`src/cpd_regs.svh`:
```
// Constants for the cascade LED pixel driver: timing, framing and widths.
`ifndef CPD_REGS_SVH
`define CPD_REGS_SVH

`define CPD_CLK_MHZ      125
`define CPD_NS_PER_US    1000
`define CPD_BIT_MIN_NS   1000
`define CPD_BIT_MAX_NS   1500
`define CPD_THRESH_NS    600
`define CPD_T0H_NS       300
`define CPD_T1H_NS       900
`define CPD_GAP_NS       50000
`define CPD_LOSS_NS      100000000
`define CPD_FLAG_BITS    8
`define CPD_FLAG_VALUE   8'hA5
`define CPD_CHAN         3
`define CPD_DEPTH_BITS   12
`define CPD_MAX_PIXELS   1024
`define CPD_CNT_W        8
`define CPD_BITCNT_W     16

`endif

```
`src/cpd_pkg.sv`:
```
// Types shared by the cascade LED pixel driver.
package cpd_pkg;

    // Transmit bit cell sequencer states.
    typedef enum logic [1:0] {
        TX_IDLE = 2'b00,
        TX_HIGH = 2'b01,
        TX_LOW  = 2'b10
    } cpd_tx_state_e;

endpackage

```
`src/cpd_mem.sv`:
```
// Small pixel store with one write port and a registered read port.
`timescale 1ns/1ps
`default_nettype none

module cpd_mem #(
    parameter int WIDTH = 12,
    parameter int WORDS = 3,
    parameter int AW    = 2
) (
    input  wire logic             clock,
    input  wire logic             rst,
    input  wire logic             we,
    input  wire logic [AW-1:0]    wr_addr,
    input  wire logic [WIDTH-1:0] wr_data,
    input  wire logic [AW-1:0]    rd_addr,
    output logic      [WIDTH-1:0] rd_data
);

    logic [WIDTH-1:0] word [WORDS];

    // Each entry clears at reset so the display never shows unknown data.
    for (genvar i = 0; i < WORDS; i++) begin : g_word
        always_ff @(posedge clock or posedge rst) begin
            if (rst) begin
                word[i] <= '0;
            end else if (we && (wr_addr == AW'(i))) begin
                word[i] <= wr_data;
            end
        end
    end

    // Read data always comes out of a register.
    always_ff @(posedge clock or posedge rst) begin
        if (rst) begin
            rd_data <= '0;
        end else begin
            rd_data <= word[rd_addr];
        end
    end

endmodule // cpd_mem

`default_nettype wire

```
`src/cpd_top.sv`:
```
// Cascade LED pixel driver: receive, check, re-encode, store and display.
`timescale 1ns/1ps
`default_nettype none
`include "cpd_regs.svh"

// Summary of operation
// - Recover bit rate and data from cascade_in.
// - Judge frame by period and flag; flag fault.
// - Fault on input loss and on corrupt input.
// - Send PWM bit cells on cascade_out.
// - Re-encode with own timing, no pass-through.
// - Chain holds at most 1024 pixels.
// - Three colour drive outputs, slot order fixed.
// - Colour outputs drive low to light.
// - Store pixel, display reads it in sequence.
module cpd_top #(
    parameter int GAP_CYC    = (`CPD_GAP_NS * `CPD_CLK_MHZ
                                + `CPD_NS_PER_US - 1) / `CPD_NS_PER_US,
    parameter int LOSS_CYC   = int'((64'(`CPD_LOSS_NS) * `CPD_CLK_MHZ)
                                / `CPD_NS_PER_US),
    parameter int DEPTH      = `CPD_DEPTH_BITS,
    parameter int MAX_PIXELS = `CPD_MAX_PIXELS
) (
    input  wire logic clock,
    input  wire logic rst,
    input  wire logic cascade_in,
    output logic      cascade_out,
    output logic      red_drive_n,
    output logic      green_drive_n,
    output logic      blue_drive_n,
    output logic      fault_indicator_out
);

    localparam int CW       = `CPD_CNT_W;
    localparam int BW       = `CPD_BITCNT_W;
    localparam int CHAN     = `CPD_CHAN;
    localparam int FLAGB    = `CPD_FLAG_BITS;
    localparam int PIXB     = CHAN * DEPTH;
    localparam int MAXB     = FLAGB + PIXB * MAX_PIXELS;
    localparam int LW       = $clog2(GAP_CYC + 1);
    localparam int OW       = $clog2(LOSS_CYC + 1);
    localparam int BIT_MIN  = (`CPD_BIT_MIN_NS * `CPD_CLK_MHZ
                               + `CPD_NS_PER_US - 1) / `CPD_NS_PER_US;
    localparam int BIT_MAX  = `CPD_BIT_MAX_NS * `CPD_CLK_MHZ / `CPD_NS_PER_US;
    localparam int THRESH   = `CPD_THRESH_NS * `CPD_CLK_MHZ / `CPD_NS_PER_US;
    localparam int T0H      = (`CPD_T0H_NS * `CPD_CLK_MHZ
                               + `CPD_NS_PER_US - 1) / `CPD_NS_PER_US;
    localparam int T1H      = (`CPD_T1H_NS * `CPD_CLK_MHZ
                               + `CPD_NS_PER_US - 1) / `CPD_NS_PER_US;
    localparam int TX_BIT   = BIT_MIN;
    localparam logic [FLAGB-1:0] FLAG = `CPD_FLAG_VALUE;

    // Receive side state.
    logic             sync1;
    logic             sync2;
    logic             in_q;
    logic [CW-1:0]    hi_cnt;
    logic [CW-1:0]    per_cnt;
    logic [LW-1:0]    low_cnt;
    logic [OW-1:0]    loss_cnt;
    logic [BW-1:0]    bit_cnt;
    logic [FLAGB-1:0] flag_sr;
    logic [PIXB-1:0]  pix_sr;
    logic             in_frame;
    logic             rx_err;
    logic             wr_busy;
    logic [1:0]       wr_idx;
    // Transmit side state.
    logic             pend_valid;
    logic             pend_bit;
    logic             tx_bit;
    logic [CW-1:0]    tx_cnt;
    cpd_pkg::cpd_tx_state_e tx_state;
    cpd_pkg::cpd_tx_state_e next_tx_state;
    // Display side state.
    logic [DEPTH-1:0] pwm_cnt;
    logic [DEPTH-1:0] duty [CHAN];
    logic [1:0]       rd_idx;
    logic [1:0]       rd_idx_q;
    logic [DEPTH-1:0] rd_data;
    logic [DEPTH-1:0] slot_word [CHAN];
    logic [CHAN-1:0]  drive_n;

    // Edges, bit decisions and frame boundaries from the synchronised line.
    wire rise      = sync2 & ~in_q;
    wire fall      = ~sync2 & in_q;
    wire bit_val   = (hi_cnt >= CW'(THRESH));
    wire bit_stb   = in_frame & fall;
    wire per_bad   = in_frame & rise & ((per_cnt < CW'(BIT_MIN))
                                        | (per_cnt > CW'(BIT_MAX)));
    wire hi_bad    = in_frame & sync2 & (hi_cnt > CW'(BIT_MAX));
    wire gap_hit   = in_frame & ~sync2 & (low_cnt == LW'(GAP_CYC - 1));
    wire in_flag   = (bit_cnt < BW'(FLAGB));
    wire in_pix    = ~in_flag & (bit_cnt < BW'(FLAGB + PIXB));
    wire in_chain  = (bit_cnt < BW'(MAXB));
    wire frame_ok  = gap_hit & ~rx_err & (flag_sr == FLAG)
                     & (bit_cnt >= BW'(FLAGB + PIXB));
    wire frame_bad = gap_hit & ~frame_ok;
    wire loss_hit  = (loss_cnt == OW'(LOSS_CYC - 1));
    wire loss_done = (loss_cnt == OW'(LOSS_CYC));
    wire fwd       = bit_stb & in_chain & ~in_pix;
    wire cell_end  = (tx_state == cpd_pkg::TX_LOW)
                     & (tx_cnt == CW'(TX_BIT - 1));
    wire hi_end    = (tx_state == cpd_pkg::TX_HIGH)
                     & (tx_cnt == (tx_bit ? CW'(T1H - 1) : CW'(T0H - 1)));
    wire take      = pend_valid & ((tx_state == cpd_pkg::TX_IDLE) | cell_end);

    // Two flip-flops bring the line into the clock domain.
    always_ff @(posedge clock or posedge rst) begin
        if (rst) begin
            sync1 <= '0;
            sync2 <= '0;
            in_q  <= '0;
        end else begin
            sync1 <= cascade_in;
            sync2 <= sync1;
            in_q  <= sync2;
        end
    end

    // High time, rise-to-rise period and low time, all saturating.
    always_ff @(posedge clock or posedge rst) begin
        if (rst) begin
            hi_cnt  <= '0;
            per_cnt <= '0;
            low_cnt <= '0;
        end else begin
            hi_cnt  <= rise ? CW'(1) : (sync2 && hi_cnt != '1)
                       ? hi_cnt + CW'(1) : hi_cnt;
            per_cnt <= rise ? CW'(1) : (per_cnt != '1)
                       ? per_cnt + CW'(1) : per_cnt;
            low_cnt <= sync2 ? '0 : (low_cnt != LW'(GAP_CYC - 1))
                       ? low_cnt + LW'(1) : low_cnt;
        end
    end

    // Frame tracking, bit counting, flag and pixel capture.
    always_ff @(posedge clock or posedge rst) begin
        if (rst) begin
            in_frame <= '0;
            rx_err   <= '0;
            bit_cnt  <= '0;
            flag_sr  <= '0;
            pix_sr   <= '0;
        end else if (!in_frame) begin
            in_frame <= rise;
            rx_err   <= '0;
            bit_cnt  <= '0;
        end else if (gap_hit) begin
            in_frame <= '0;
        end else begin
            rx_err <= rx_err | per_bad | hi_bad;
            if (bit_stb && in_chain) begin
                bit_cnt <= bit_cnt + BW'(1);
            end
            if (bit_stb && in_flag) begin
                flag_sr <= {flag_sr[FLAGB-2:0], bit_val};
            end
            if (bit_stb && in_pix) begin
                pix_sr <= {pix_sr[PIXB-2:0], bit_val};
            end
        end
    end

    // Loss timer restarts on every good frame. It rests one past the trip
    // count, so the loss verdict is a single pulse and a good frame clears.
    always_ff @(posedge clock or posedge rst) begin
        if (rst) begin
            loss_cnt <= '0;
        end else if (frame_ok) begin
            loss_cnt <= '0;
        end else if (!loss_done) begin
            loss_cnt <= loss_cnt + OW'(1);
        end
    end

    // Fault output: any set wins over the clear of a good frame.
    always_ff @(posedge clock or posedge rst) begin
        if (rst) begin
            fault_indicator_out <= '0;
        end else if (loss_hit || frame_bad) begin
            fault_indicator_out <= '1;
        end else if (frame_ok) begin
            fault_indicator_out <= '0;
        end
    end

    // A good frame is copied into the store one slot per cycle.
    always_ff @(posedge clock or posedge rst) begin
        if (rst) begin
            wr_busy <= '0;
            wr_idx  <= '0;
        end else if (frame_ok) begin
            wr_busy <= '1;
            wr_idx  <= '0;
        end else if (wr_busy) begin
            wr_busy <= (wr_idx != 2'(CHAN - 1));
            wr_idx  <= (wr_idx != 2'(CHAN - 1)) ? wr_idx + 2'(1) : wr_idx;
        end
    end

    // One bit waits here while the previous cell is still on the line.
    always_ff @(posedge clock or posedge rst) begin
        if (rst) begin
            pend_valid <= '0;
            pend_bit   <= '0;
        end else if (fwd) begin
            pend_valid <= '1;
            pend_bit   <= bit_val;
        end else if (take) begin
            pend_valid <= '0;
        end
    end

    // Bit cell sequencer: own-timed high part, then low to the cell length.
    always_comb begin
        next_tx_state = tx_state;
        case (tx_state)
            cpd_pkg::TX_IDLE: begin
                if (take) next_tx_state = cpd_pkg::TX_HIGH;
            end
            cpd_pkg::TX_HIGH: begin
                if (hi_end) next_tx_state = cpd_pkg::TX_LOW;
            end
            cpd_pkg::TX_LOW: begin
                if (cell_end) next_tx_state = take ? cpd_pkg::TX_HIGH
                                                   : cpd_pkg::TX_IDLE;
            end
            default: next_tx_state = cpd_pkg::TX_IDLE;
        endcase
    end

    // Cell counter, bit in flight and the regenerated line.
    always_ff @(posedge clock or posedge rst) begin
        if (rst) begin
            tx_state    <= cpd_pkg::TX_IDLE;
            tx_cnt      <= '0;
            tx_bit      <= '0;
            cascade_out <= '0;
        end else begin
            tx_state    <= next_tx_state;
            tx_cnt      <= (take || hi_end) ? (take ? '0 : tx_cnt + CW'(1))
                           : tx_cnt + CW'(1);
            tx_bit      <= take ? pend_bit : tx_bit;
            cascade_out <= (next_tx_state == cpd_pkg::TX_HIGH);
        end
    end

    cpd_mem #(
        .WIDTH (DEPTH),
        .WORDS (CHAN),
        .AW    (2)
    ) u_mem (
        .clock   (clock),
        .rst     (rst),
        .we      (wr_busy),
        .wr_addr (wr_idx),
        .wr_data (slot_word[wr_idx]),
        .rd_addr (rd_idx),
        .rd_data (rd_data)
    );

    // Display reads slots round robin and runs a free PWM counter.
    always_ff @(posedge clock or posedge rst) begin
        if (rst) begin
            rd_idx   <= '0;
            rd_idx_q <= '0;
            pwm_cnt  <= '0;
        end else begin
            rd_idx   <= (rd_idx == 2'(CHAN - 1)) ? '0 : rd_idx + 2'(1);
            rd_idx_q <= rd_idx;
            pwm_cnt  <= pwm_cnt + DEPTH'(1);
        end
    end

    // Per channel: slot word, duty value and active-low drive.
    for (genvar k = 0; k < CHAN; k++) begin : g_chan
        assign slot_word[k] = pix_sr[(CHAN-1-k)*DEPTH +: DEPTH];
        always_ff @(posedge clock or posedge rst) begin
            if (rst) begin
                duty[k]    <= '0;
                drive_n[k] <= '1;
            end else begin
                if (rd_idx_q == 2'(k)) duty[k] <= rd_data;
                drive_n[k] <= ~(pwm_cnt < duty[k]);
            end
        end
    end

    // Slot 0 is red, 1 green, 2 blue; the controller orders its data.
    assign red_drive_n   = drive_n[0];
    assign green_drive_n = drive_n[1];
    assign blue_drive_n  = drive_n[2];
endmodule // cpd_top

`default_nettype wire

```
`config.mk`:
```
export PLATFORM = sky130hd
export DESIGN_NAME = cpd_top
export DESIGN_NICKNAME = d
export VERILOG_FILES = /design/src/cpd_pkg.sv /design/src/cpd_mem.sv /design/src/cpd_top.sv
export VERILOG_INCLUDE_DIRS = /design/src
export SDC_FILE = /design/constraint.sdc
export NUM_CORES = 1
export LEC_CHECK = 0
export ABC_CLOCK_PERIOD_IN_PS = 7000
export BUFFER_PORTS_ARGS = -buffer_cell sky130_fd_sc_hd__buf_4
export CAP_MARGIN = 40
export CORE_MARGIN = 2
export CORE_UTILIZATION = 45
export DETAILED_ROUTE_END_ITERATION = 12
export GPL_TIMING_DRIVEN = 1
export PLACE_DENSITY_LB_ADDON = 0.12
export SLEW_MARGIN = 20
export SYNTH_ARGS = -nofsm -noshare
export SYNTH_HDL_FRONTEND = slang
export SYNTH_SLANG_ARGS = --single-unit
```
`constraint.sdc`:
```
create_clock -name clock -period 7 [get_ports clock]
set_input_delay 0.35 -clock clock [delete_from_list [all_inputs] [get_ports clock]]
set_output_delay 0.35 -clock clock [all_outputs]
set_load 0.01 [all_outputs]
```
Word level (Yosys, flattened, before mapping)

Cells that the tools add are included.

Magnitude comparators: 13
Equality and inequality tests: 21
Muxes and demuxes: 39
Bitwise logic cells: 35
Add/subtract/negate cells: 9
Reduce and logical (&&, ||, !) cells: 23

Operators by type and width:

| operator              | number |
|---|---|
| $bmux 12 s2           | 2 |
| $eq 24x24->1 const B  | 2 |
| $mux 12               | 4 |
| $mux 16               | 3 |
| $mux 24               | 2 |
| $mux 8                | 6 |
| $lt 12x12->1          | 3 |
| $mux 13               | 2 |
| $add 24x1->24 const B | 1 |
| $add 8x1->8 const B   | 3 |
| $and 1x1->1           | 19 |
| $add 16x1->16 const B | 1 |
| $ge 16x6->1 const B   | 1 |
| $gt 8x8->1 const B    | 2 |
| $lt 16x16->1 const B  | 1 |
| $lt 16x4->1 const B   | 1 |
| $lt 16x6->1 const B   | 1 |
| $ne 8x8->1 const B    | 2 |
| $mux 2                | 7 |
| $reduce_bool 2->1     | 7 |
| $add 13x1->13 const B | 1 |
| $eq 13x13->1 const B  | 1 |
| $ne 13x13->1 const B  | 1 |
| $add 12x1->12 const B | 1 |
| other kinds (22)      | 66 |

Bits of input ports: 3
Output and inout bits: 5
Logic and storage cells: 174
Register bits: 239

Logic depth before layout (Yosys ltp)

Gate-level depths: netlist of the first run.

Depth after elaboration: 10
Gate-level depth with buffers: 9
Depth with buffers taken out: 7

Modules after synthesis

Synthesis of the first run repeated with hierarchy kept, for this count alone.

Cells, all modules: 983
Area total of the unflattened synthesis: 11248.3 um2

Modules (own cells, without submodules):

| module  | cells each | seq. area each (um2) | area each (um2) | instances |
|---|---|---|---|---|
| cpd_top | 864        | 4783.3               | 9340.2          | 1 |
| cpd_mem | 119        | 1201.2               | 1908.1          | 1 |

Least setup slack after synthesis of the first run

No wires, ideal clock.

Kind: register to register
Start: register low_cnt[0]
End: register bit_cnt[11]
Path buffers: 1
Library setup time: 78 ps
Cell stages (with the launch flop): 8
Path slack: 4875 ps
Required time: 6922 ps
Period minus slack after synthesis: 2125 ps
Arrival: 2047 ps
Path through: dfrtp_1 -> ha_1 -> and4_1 -> a31o_1 -> or3_1 -> buf_2 -> or4_1 -> a21oi_1

Longest elaborated chain between the ends: 4

Ends and longest elaborated chain:

| item                              | RTL line       | source |
|---|---|---|
| from (decl)                       | cpd_top.sv:59  | `logic [LW-1:0] low_cnt;` |
| from (signal assigned)            | cpd_top.sv:132 | `low_cnt <= sync2 ? '0 : (low_cnt != LW'(GAP_CYC - 1))` |
| $eq 13x13->1                      | cpd_top.sv:92  | `wire gap_hit = in_frame & ~sync2 & (low_cnt == LW'(GAP_CYC - 1));` |
| $and 1x1->1                       | cpd_top.sv:92  |  |
| $ne 2x2->1 (no source line)       | n/a            |  |
| $reduce_and 2->1 (no source line) | n/a            |  |
| to (signal assigned)              | cpd_top.sv:154 | `bit_cnt <= bit_cnt + BW'(1);` |
| to (decl)                         | cpd_top.sv:61  | `logic [BW-1:0] bit_cnt;` |

No other way between the ends.
A chain may end at the register's enable or synchronous reset.

Final worst setup path of the first run

Start: register sync2
End: register bit_cnt[11]

Longest elaborated chain between the ends: 6
Elaborated cells between the ends (all ways): 9
Those cells by class: eq/ne (2); bitwise (5); reduce/logical (2)

Ends and longest elaborated chain:

| item                                | RTL line                     | source |
|---|---|---|
| from (decl)                         | cpd_top.sv:55                | `logic sync2;` |
| from (signal assigned)              | cpd_top.sv:116               | `sync2 <= sync1;` |
| $not 1->1 *                         | cpd_top.sv:86, cpd_top.sv:92 |  |
| $and 1x1->1                         | cpd_top.sv:86                | `wire fall = ~sync2 & in_q;` |
| $and 1x1->1                         | cpd_top.sv:88                | `wire bit_stb = in_frame & fall;` |
| $logic_and 1x1->1                   | cpd_top.sv:153               | `if (bit_stb && in_chain) begin` |
| $ne 2x1->1 (no source line)         | n/a                          |  |
| $reduce_and 2->1 (no source line) * | n/a                          |  |

Mark *: on every way between the ends. The rest lies on a longest branch, timed or not.

==> results of run 1 <==
path summary, 6_finish.rpt:
kind | endpoint | slack, ns | start | cells after the start
setup reg to reg | bit_cnt[11]$_DFFE_PP0P_ | 4.47 | sync2$_DFF_PP0_ | 5
min in group asynchronous | loss_cnt[18]$_DFFE_PP0P_ | 0.51 | rst | 3
setup / recovery | bit_cnt[11]$_DFFE_PP0P_ | 4.47 | sync2$_DFF_PP0_ | 5
max in group asynchronous | pwm_cnt[9]$_DFF_PP0_ | 5.24 | rst | 5
hold / removal | sync2$_DFF_PP0_ | 0.35 | sync1$_DFF_PP0_ | 0
hold reg to reg | sync2$_DFF_PP0_ | 0.35 | sync1$_DFF_PP0_ | 0
cell usage after synthesis (all sizes together), types with 2 or more instances:
cell	instances	area [um2]
or4	4	30.0
dfstp	3	78.8
a31oi	19	119
a211oi	4	30.0
nand4	25	156
clkbuf	29	109
o211ai	2	15.0
nor4b	4	47.6
mux2i	30	300
a31o	3	26.3
xor2	35	307
buf	8	37.5
nor2b	3	18.8
nor3b	3	22.5
o21a	3	22.5
and4	8	70.1
xnor2	25	219
nor2	127	479
o21ai	39	195
mux2	71	800
dfrtp	236	5910
o41ai	2	17.5
and3	13	81.3
o22ai	2	12.5
nand3b	3	22.5
a21oi	54	270
o31ai	7	52.6
nor3	9	45.0
a21o	16	120
nand3	32	160
o31a	4	35.0
nand2	67	251
ha	48	601
o311ai	2	17.5
nor4	3	18.8
and2	8	50.1
inv	59	221
nand2b	13	81.3
or3	4	25.0
area by class of cell:
cell class              instances  area (um2)
inverters                      59         229
fillers                      2148       11700
multi-input cells             701        4820
well taps                     324         405
flip-flops and latches        239        5980
repair buffers                 23         238
clock inverters                 3        15.0
clock buffers                  47         883
registers in the layout, summed over array words and instances, names as in the netlist, 2 cells and up:
register and count:
duty 36, pix_sr 36, u_mem.word 36, loss_cnt 24
bit_cnt 16, low_cnt 13, pwm_cnt 12, u_mem.rd_data 12
flag_sr 8, hi_cnt 8, per_cnt 8, tx_cnt 8
rd_idx 2, rd_idx_q 2, tx_state 2, wr_idx 2
critical path, stage by stage, from the launching register on:
cell	delay, ns
dfrtp_1	0.66
nand3b_1	0.34
a31o_1	0.27
or3_1	0.51
or4_1	0.51
a21oi_1	0.15
routing by layer:
| layer | global-route usage (%) | vias to the layer above |
|---|---|---|
| met3 | 2.47 | 25 |
| met2 | 23.7 | 76 |
| met1 | 24.8 | 3517 |
| met4 | 3.94 | 0 |
| met5 | 0 | - |
| li1 | - | 3642 |
per-stage QoR:
| step | instances | utilization (%) | total power, mW | area (um2) | setup slack, ns |
|---|---|---|---|---|---|
| finish | 1396 | 51.7 | 3.17 | 12600 | 4.47 |
| global route | 1396 | 51.7 | 3.33 | 12600 | 4.29 |
| CTS | 1392 | 51.5 | 3.22 | 12500 | 4.47 |
| detailed placement | 1340 | 47.7 | 1.81 | 11600 | 4.48 |
| global placement | 1336 | 47.4 | 1.79 | 11500 | 4.36 |
| floorplan | 1036 | - | 1.73 | 11200 | 0.0952 |
cells by family (layout without fill, tap and decap cells):
| family | Yosys count | count (layout) |
|---|---|---|
| AOI/OAI and AO/OA | 161 | 161 |
| xor gates and xnor gates | 60 | 60 |
| adders and majority gates | 48 | 48 |
| buffers and inverters | 96 | 132 |
| DFF | 239 | 239 |
| muxes | 101 | 101 |
| and+or+nand+nor | 331 | 331 |
power by group through the flow:
stage | registers, mW | logic [mW] | clock network, mW
3_5_place_dp | 1.54 | 0.271 | 0
4_1_cts | 1.52 | 0.275 | 1.43
6_report | 1.52 | 0.269 | 1.38
3_3_place_gp | 1.54 | 0.258 | 0
2_1_floorplan | 1.51 | 0.220 | 0
5_1_grt | 1.53 | 0.310 | 1.49
timing repair:
action	4_1_cts	5_1_grt
endpoints found under the setup margin	0	0
hold buffers	2	0
endpoints found under the hold margin	99	0
setup buffers	0	0
==> impl_metrics.ini, run 1 <==
[sta]
drv_slew = 0
grt_setup_unrepaired = no
fin_crit_sh_pct = 36.1
finalHoldViolations = 0
whs_ns = 0.352
fin_setup_tns_ns = 0
tightestPinTransition_ns = 0.816
clock_skew_ns = 0.00733
final-setup-viol-count = 0
period_needed_ns = 2.53
clock.fmax_ghz = 0.396
slew-limit-headroom_pct = 45.6

[drt]
wl_met1_mm = 10.5
ant_nets = 0
drc = 0
wire_per_inst_um = 14.4
vias = 7260
vias_per_cell = 5.20
wl_mm = 20.1
drt-initial-drc-count = 376
dr_wl_met2_mm = 8.78
dr_wl_met3_um = 603
dr.pass1.iters = 5
top_layer_used = met4

[finish]
insertedDiodeCount = 0
finalNetCount = 1103
synthToLayoutAreaGrowth_pct = 12.7
final_cell_mix = dfrtp_1 (236), nor2_1 (126), mux2_2 (71)
layout_commonest_cell = dfrtp_1
drive_above_1_share_pct = 13.5

[critical_path]
crit_required_ns = 7.45
worst_setup_path_end_kind = flip-flop
start_kind = flip-flop
critPathMaxFanout = 25
crit_arrival_ns = 2.98
crit_type = reg -> reg

[yosys]
syn_area_per_cell_um2 = 10.8
yosysSeqAreaShare_pct = 53.6
synthSimpleGateAreaFrac_pct = 14.4
synth_warnings = 0
synth-xor-area-share_pct = 4.71
synth-edff-count = 0
muxShareOfSynthArea_pct = 9.86
synth_top_family_by_area = simple AND/OR/NAND/NOR gates
synth_top_flop_cell = dfrtp_1
netlist_area_um2 = 11200
synth_compound_area_share_pct = 8.75
ys_types = 53
synth-async-reset-ratio_pct = 100
yosys_register_bits = 239
synth_nets = 1087
synth_fa_ha_area_share_pct = 5.38
synth_cells = 1036

[placement]
dp_hpwl_mm = 13.2
gp_congestion = 0.748
port_buffers = 7

[power_and_ir_drop]
cellPowerDensity_nw_per_um2 = 252
clockPowerShare_pct = 43.7
p_leak_nw = 5.85
switchingPower_mw = 0.760
pwr-share-comb_pct = 8.5
power_frac_seq_pct = 47.9
swShare_pct = 24.0
peakVddDrop_uv = 144
p_int_mw = 2.41

[status]
status = finished, final reports clean

[grt]
track_usage_pct = 16.1
antenna_found_initial = 0
grt_pass1_wl_mm = 35.3
grt_pass1_vias = 7075
grt_overflow = 0
grt_max_degree = 101

[clock_network]
cts_made_buffers = 28
cts.sinks = 239
clkLatencyLatePin_ns = 0.53
cts_resized = 0
clkTransAtPathRegs_ns = 0.06
cts.htree.levels = 1
clockBufferDepth = 3
cts_tree = yes
cts_root_buffer = clkbuf_16

[floorplanning]
io_pins = 8
die_area_um2 = 26100
coreArea_um2 = 24300
die_h_um = 161
num_rows = 57
initial_core_util_pct = 45.9
die_w_um = 161

[run]
cap_violations = 0

[worst_hold_path]
hold_class = reg -> reg
Power figures use the tool's default switching activity.
==> inputs of run 2 (changes only) <==
Settings changed: ABC_CLOCK_PERIOD_IN_PS 7000 to 2600.
Clock period 7 ns to 2.6 ns, I/O delays scaled along.
==> impl_metrics.ini, run 2 (synthesis gave the netlist of run 1 again) <==
[sta]
clock.fmax_ghz = 0.436
grt_setup_unrepaired = no
final-setup-viol-count = 0
whs_ns = 0.208
clock_skew_ns = 0.0103
tightestPinTransition_ns = 0.651
finalHoldViolations = 0
fin_crit_sh_pct = 88.1
drv_slew = 0
fin_setup_tns_ns = 0
slew-limit-headroom_pct = 56.6
period_needed_ns = 2.29

[worst_hold_path]
hold_class = in -> async

[critical_path]
r2r_end = bit_cnt[11]$_DFFE_PP0P_
crit_required_ns = 3.06
crit_type = reg -> reg
reg2regPathDepth = 6
cp.buffers_inverters = 0
start_kind = flip-flop
worst_setup_path_end_kind = flip-flop
cp.depth = 6
worstReg2RegStart = low_cnt[0]$_DFFE_PP0P_
critPathSlowestCell = or3_1
path_cells = ha_1, and4_1, a31o_1, or3_1, or4_1, a21oi_1
r2r_slack_ns = 0.31
cp_top_family = simple AND/OR/NAND/NOR gates
critPathMaxFanout = 9
slowest_delay_ns = 0.51
crit_arrival_ns = 2.75

[clock_network]
cts.sinks = 239
clockBufferDepth = 3
cts_made_buffers = 27
cts_tree = yes
cts_root_buffer = clkbuf_16
cts.htree.levels = 1
clkLatencyLatePin_ns = 0.54
clkTransAtPathRegs_ns = 0.06

[drt]
drt-initial-drc-count = 414
ant_nets = 0
dr.pass1.iters = 4
wl_mm = 20.2
drc = 0
wire_per_inst_um = 14.4
vias_per_cell = 5.12
vias = 7183

[finish]
filler_cell_count = 2195
layout_commonest_cell = dfrtp_1
reg.largest.list = duty: 36 flops, pix_sr: 36 flops, u_mem.word: 36 flops
synthToLayoutAreaGrowth_pct = 13.4
finalNetCount = 1108
final_cell_mix = dfrtp_1 (236), nor2_1 (126), mux2_2 (71)
drive_above_1_share_pct = 14.3
insertedDiodeCount = 0

[power_and_ir_drop]
clockPowerShare_pct = 45.1
p_int_mw = 6.65
switchingPower_mw = 2.11
peakVddDrop_uv = 421
swShare_pct = 24.1
p_leak_nw = 5.90
power_frac_seq_pct = 46.6
cellPowerDensity_nw_per_um2 = 692
pwr-share-comb_pct = 8.3

[grt]
track_usage_pct = 16.1
grt_pass1_vias = 7105
grt_max_degree = 72
grt_overflow = 0
antenna_found_initial = 0
grt_pass1_wl_mm = 35.0

[floorplanning]
num_rows = 57
die_h_um = 161
initial_core_util_pct = 45.9
die_w_um = 161
io_pins = 8
die_area_um2 = 26100
coreArea_um2 = 24300

[placement]
dp_hpwl_mm = 13.2
gp_congestion = 0.746
port_buffers = 7

[status]
status = finished, final reports clean

[run]
cap_violations = 0
[run 2: changes by cell type in the layout (fill, tap and decap cells not counted), moves of 2 or more]
cell,before,now
buf_12,0,4
buf_16,2,0
buf_4,15,23
buf_8,3,0
bufinv_16,0,3
clkbuf_1,9,6
clkbuf_16,29,27
clkinv_2,3,5
[run 2: cell type report]
type / instances / area (um2) / area share (%)
Sequential cell: 239 / 5980 / 47.3
Multi-Input combinational cell: 701 / 4820 / 38.1
Clock buffer: 41 / 808 / 6.39
Tap cell: 324 / 405 / 3.20
Timing Repair Buffer: 29 / 273 / 2.16
Inverter: 59 / 225 / 1.78
Clock inverter: 9 / 135 / 1.07
[run 2: repair_timing]
item | in CTS | in global routing
resized for setup | 0 | 0
setup buffers | 0 | 0
endpoints found under the hold margin | 18 | 0
hold buffers | 2 | 0
[run 2: metal layers]
layer / vias to the layer above / GRT usage, % / wire (um)
met3: 34 / 2.59 / 566
li1: 3626 / - / -
met1: 3473 / 23.6 / 10400
met2: 50 / 25.2 / 8900
met4: 0 / 3.90 / 356
met5: - / 0 / 0
[run 2: worst max-delay path by stage]
| stage | startpoint | to |
|---|---|---|
| after floorplan | rst | bit_cnt[0]$_DFFE_PP0P_ |
| after global placement | low_cnt[0]$_DFFE_PP0P_ | bit_cnt[13]$_DFFE_PP0P_ |
| after detailed placement | low_cnt[0]$_DFFE_PP0P_ | bit_cnt[13]$_DFFE_PP0P_ |
| after CTS | low_cnt[0]$_DFFE_PP0P_ | bit_cnt[11]$_DFFE_PP0P_ |
| after global routing | low_cnt[1]$_DFFE_PP0P_ | bit_cnt[13]$_DFFE_PP0P_ |
| final | low_cnt[0]$_DFFE_PP0P_ | bit_cnt[11]$_DFFE_PP0P_ |
[run 2: power by group through the flow]
stage               combinational [mW]  sequential [mW]  clock (mW)
floorplan                        0.592             4.07           0
global placement                 0.722             4.14           0
detailed placement               0.729             4.14           0
CTS                              0.737             4.08        4.07
global route                     0.837             4.10        4.23
finish                           0.723             4.08        3.95
[run 2: through the flow]
step / instance area, um2 / total power, mW / cells / utilization, % / setup slack, ns
5_1_grt: 12700 / 9.17 / 1402 / 52.0 / 0.211
6_report: 12700 / 8.75 / 1402 / 52.0 / 0.309
3_5_place_dp: 11700 / 4.87 / 1349 / 48.0 / 0.315
4_1_cts: 12600 / 8.88 / 1401 / 52.0 / 0.306
2_1_floorplan: 11200 / 4.67 / 1036 / - / -0.661
3_3_place_gp: 11700 / 4.86 / 1349 / 48.0 / 0.367
[run 2: tightest hold or removal path, cell delays in order]
cell and delay (ns):
dlygate4sd3_1 0.54, buf_4 0.14, clkinvlp_4 0.36
==> inputs of run 3 (changes only) <==
Settings changed: CTS_BUF_LIST set to sky130_fd_sc_hd__clkbuf_4 sky130_fd_sc_hd__clkbuf_8, PLACE_DENSITY_LB_ADDON 0.12 to 0.2.
==> impl_metrics.ini, run 3 (synthesis gave the netlist of run 1 again) <==
[critical_path]
endpoint = bit_cnt[13]$_DFFE_PP0P_
worstReg2RegStart = low_cnt[0]$_DFFE_PP0P_
crit_required_ns = 3.05
worst_setup_path_end_kind = flip-flop
critPathSlowestCell = or4_1
start_kind = flip-flop
r2r_slack_ns = 0.27
path_cells = ha_1, and4_1, a31o_1, or3_1, or4_1, a21oi_1
cp.buffers_inverters = 0
reg2regPathDepth = 6
slowest_delay_ns = 0.51
crit_arrival_ns = 2.78
cp.depth = 6
startpoint = low_cnt[0]$_DFFE_PP0P_
cp_top_family = simple AND/OR/NAND/NOR gates
r2r_end = bit_cnt[13]$_DFFE_PP0P_
crit_type = reg -> reg
critPathMaxFanout = 9

[floorplanning]
num_rows = 57
die_area_um2 = 26100
die_w_um = 161
io_pins = 8
die_h_um = 161
coreArea_um2 = 24300
initial_core_util_pct = 45.9

[drt]
vias = 7317
drc = 0
wl_mm = 20.0
dr.pass1.iters = 4
wire_per_inst_um = 14.0
vias_per_cell = 5.11
ant_nets = 0
drt-initial-drc-count = 390

[sta]
fin_crit_sh_pct = 89.6
final-setup-viol-count = 0
finalHoldViolations = 0
tightestPinTransition_ns = 0.716
grt_setup_unrepaired = no
drv_slew = 0
slew-limit-headroom_pct = 52.1
period_needed_ns = 2.33
whs_ns = 0.224
clock_skew_ns = 0.0446
clock.fmax_ghz = 0.429
fin_setup_tns_ns = 0

[power_and_ir_drop]
cellPowerDensity_nw_per_um2 = 663
finalPower_mw = 8.36
p_leak_nw = 5.92
peakVddDrop_uv = 422

[finish]
filler_cell_count = 2151
layout_commonest_cell = dfrtp_1
final_cell_mix = dfrtp_1 (236), nor2_1 (126), mux2_2 (71)
reg.largest.list = duty: 36 flops, pix_sr: 36 flops, u_mem.word: 36 flops
drive_above_1_share_pct = 17.1
synthToLayoutAreaGrowth_pct = 13.1
insertedDiodeCount = 0
finalNetCount = 1127
stdcell_count = 1431

[clock_network]
cts.sinks = 239
cts_tree = yes
clkLatencyLatePin_ns = 0.56
cts.htree.levels = 2
cts_resized = 0
cts_setup_buffers = 0
cts_root_buffer = clkbuf_8
clkTransAtPathRegs_ns = 0.06
clockBufferDepth = 3
cts_made_buffers = 44

[grt]
grt_max_degree = 56
grt_pass1_wl_mm = 35.3
track_usage_pct = 16.3
antenna_found_initial = 0
grt_pass1_vias = 7264
grt_overflow = 0

[placement]
dp.cells = 1352
gp_congestion = 0.767
dp_hpwl_mm = 13.4
port_buffers = 7

[run]
cap_violations = 0

[worst_hold_path]
hold_class = in -> reg

[status]
status = finished, final reports clean
==> run 3: cell count changes in the layout (fill, tap and decap cells not counted), sizes merged <==
| cell | previous run | this run |
|---|---|---|
| inv | 59 | 58 |
| buf | 27 | 29 |
| clkinvlp | 1 | 3 |
| bufinv | 3 | 0 |
| clkinv | 5 | 8 |
| clkbuf | 41 | 67 |
==> run 3: repair_timing <==
| action | CTS | global route |
|---|---|---|
| hold buffers | 2 | 0 |
| hold endpoints to repair | 21 | 0 |
| setup endpoints to repair | 0 | 0 |
==> run 3: where the power goes <==
group	total (mW)	internal, mW	switching (mW)
logic	0.714	0.321	0.392
clock network	3.57	2.06	1.51
registers	4.08	3.88	0.195
total	8.36	6.26	2.10
==> run 3: metal layers <==
layer / vias up / routed length, um / global-route usage [%]
met5: - / 0 / 0
met4: 0 / 452 / 5.68
met3: 39 / 556 / 2.90
met2: 71 / 8980 / 24.7
met1: 3530 / 10000 / 23.5
li1: 3677 / - / -
==> run 3: how the worst min path moves through the flow <==
stage / end / start / cells after the start / slack (ns)
after floorplan: sync1$_DFF_PP0_ / cascade_in / 0 / 0.16
after global placement: sync1$_DFF_PP0_ / cascade_in / 1 / 0.24
after detailed placement: sync1$_DFF_PP0_ / cascade_in / 1 / 0.24
after CTS: sync1$_DFF_PP0_ / cascade_in / 2 / 0.19
after global routing: sync1$_DFF_PP0_ / cascade_in / 2 / 0.21
final: sync1$_DFF_PP0_ / cascade_in / 2 / 0.22
==> run 3: metrics by stage <==
step | util (%) | instance area [um2] | worst slack (ns)
after floorplan | - | 11200 | -0.661
after global routing | 51.9 | 12600 | 0.158
after global placement | 48.1 | 11700 | 0.383
after CTS | 51.9 | 12600 | 0.290
after detailed placement | 48.1 | 11700 | 0.322
final | 51.9 | 12600 | 0.269
==> run 3: final cells by class <==
cell class	instances	area, um2	share of cell area, %
tap	324	405	3.21
timing repair buffer	31	288	2.28
clock buffer	67	841	6.66
sequential	239	5980	47.4
multi-input combinational	701	4820	38.2
inverter	59	225	1.78
clock inverter	10	55.1	0.436
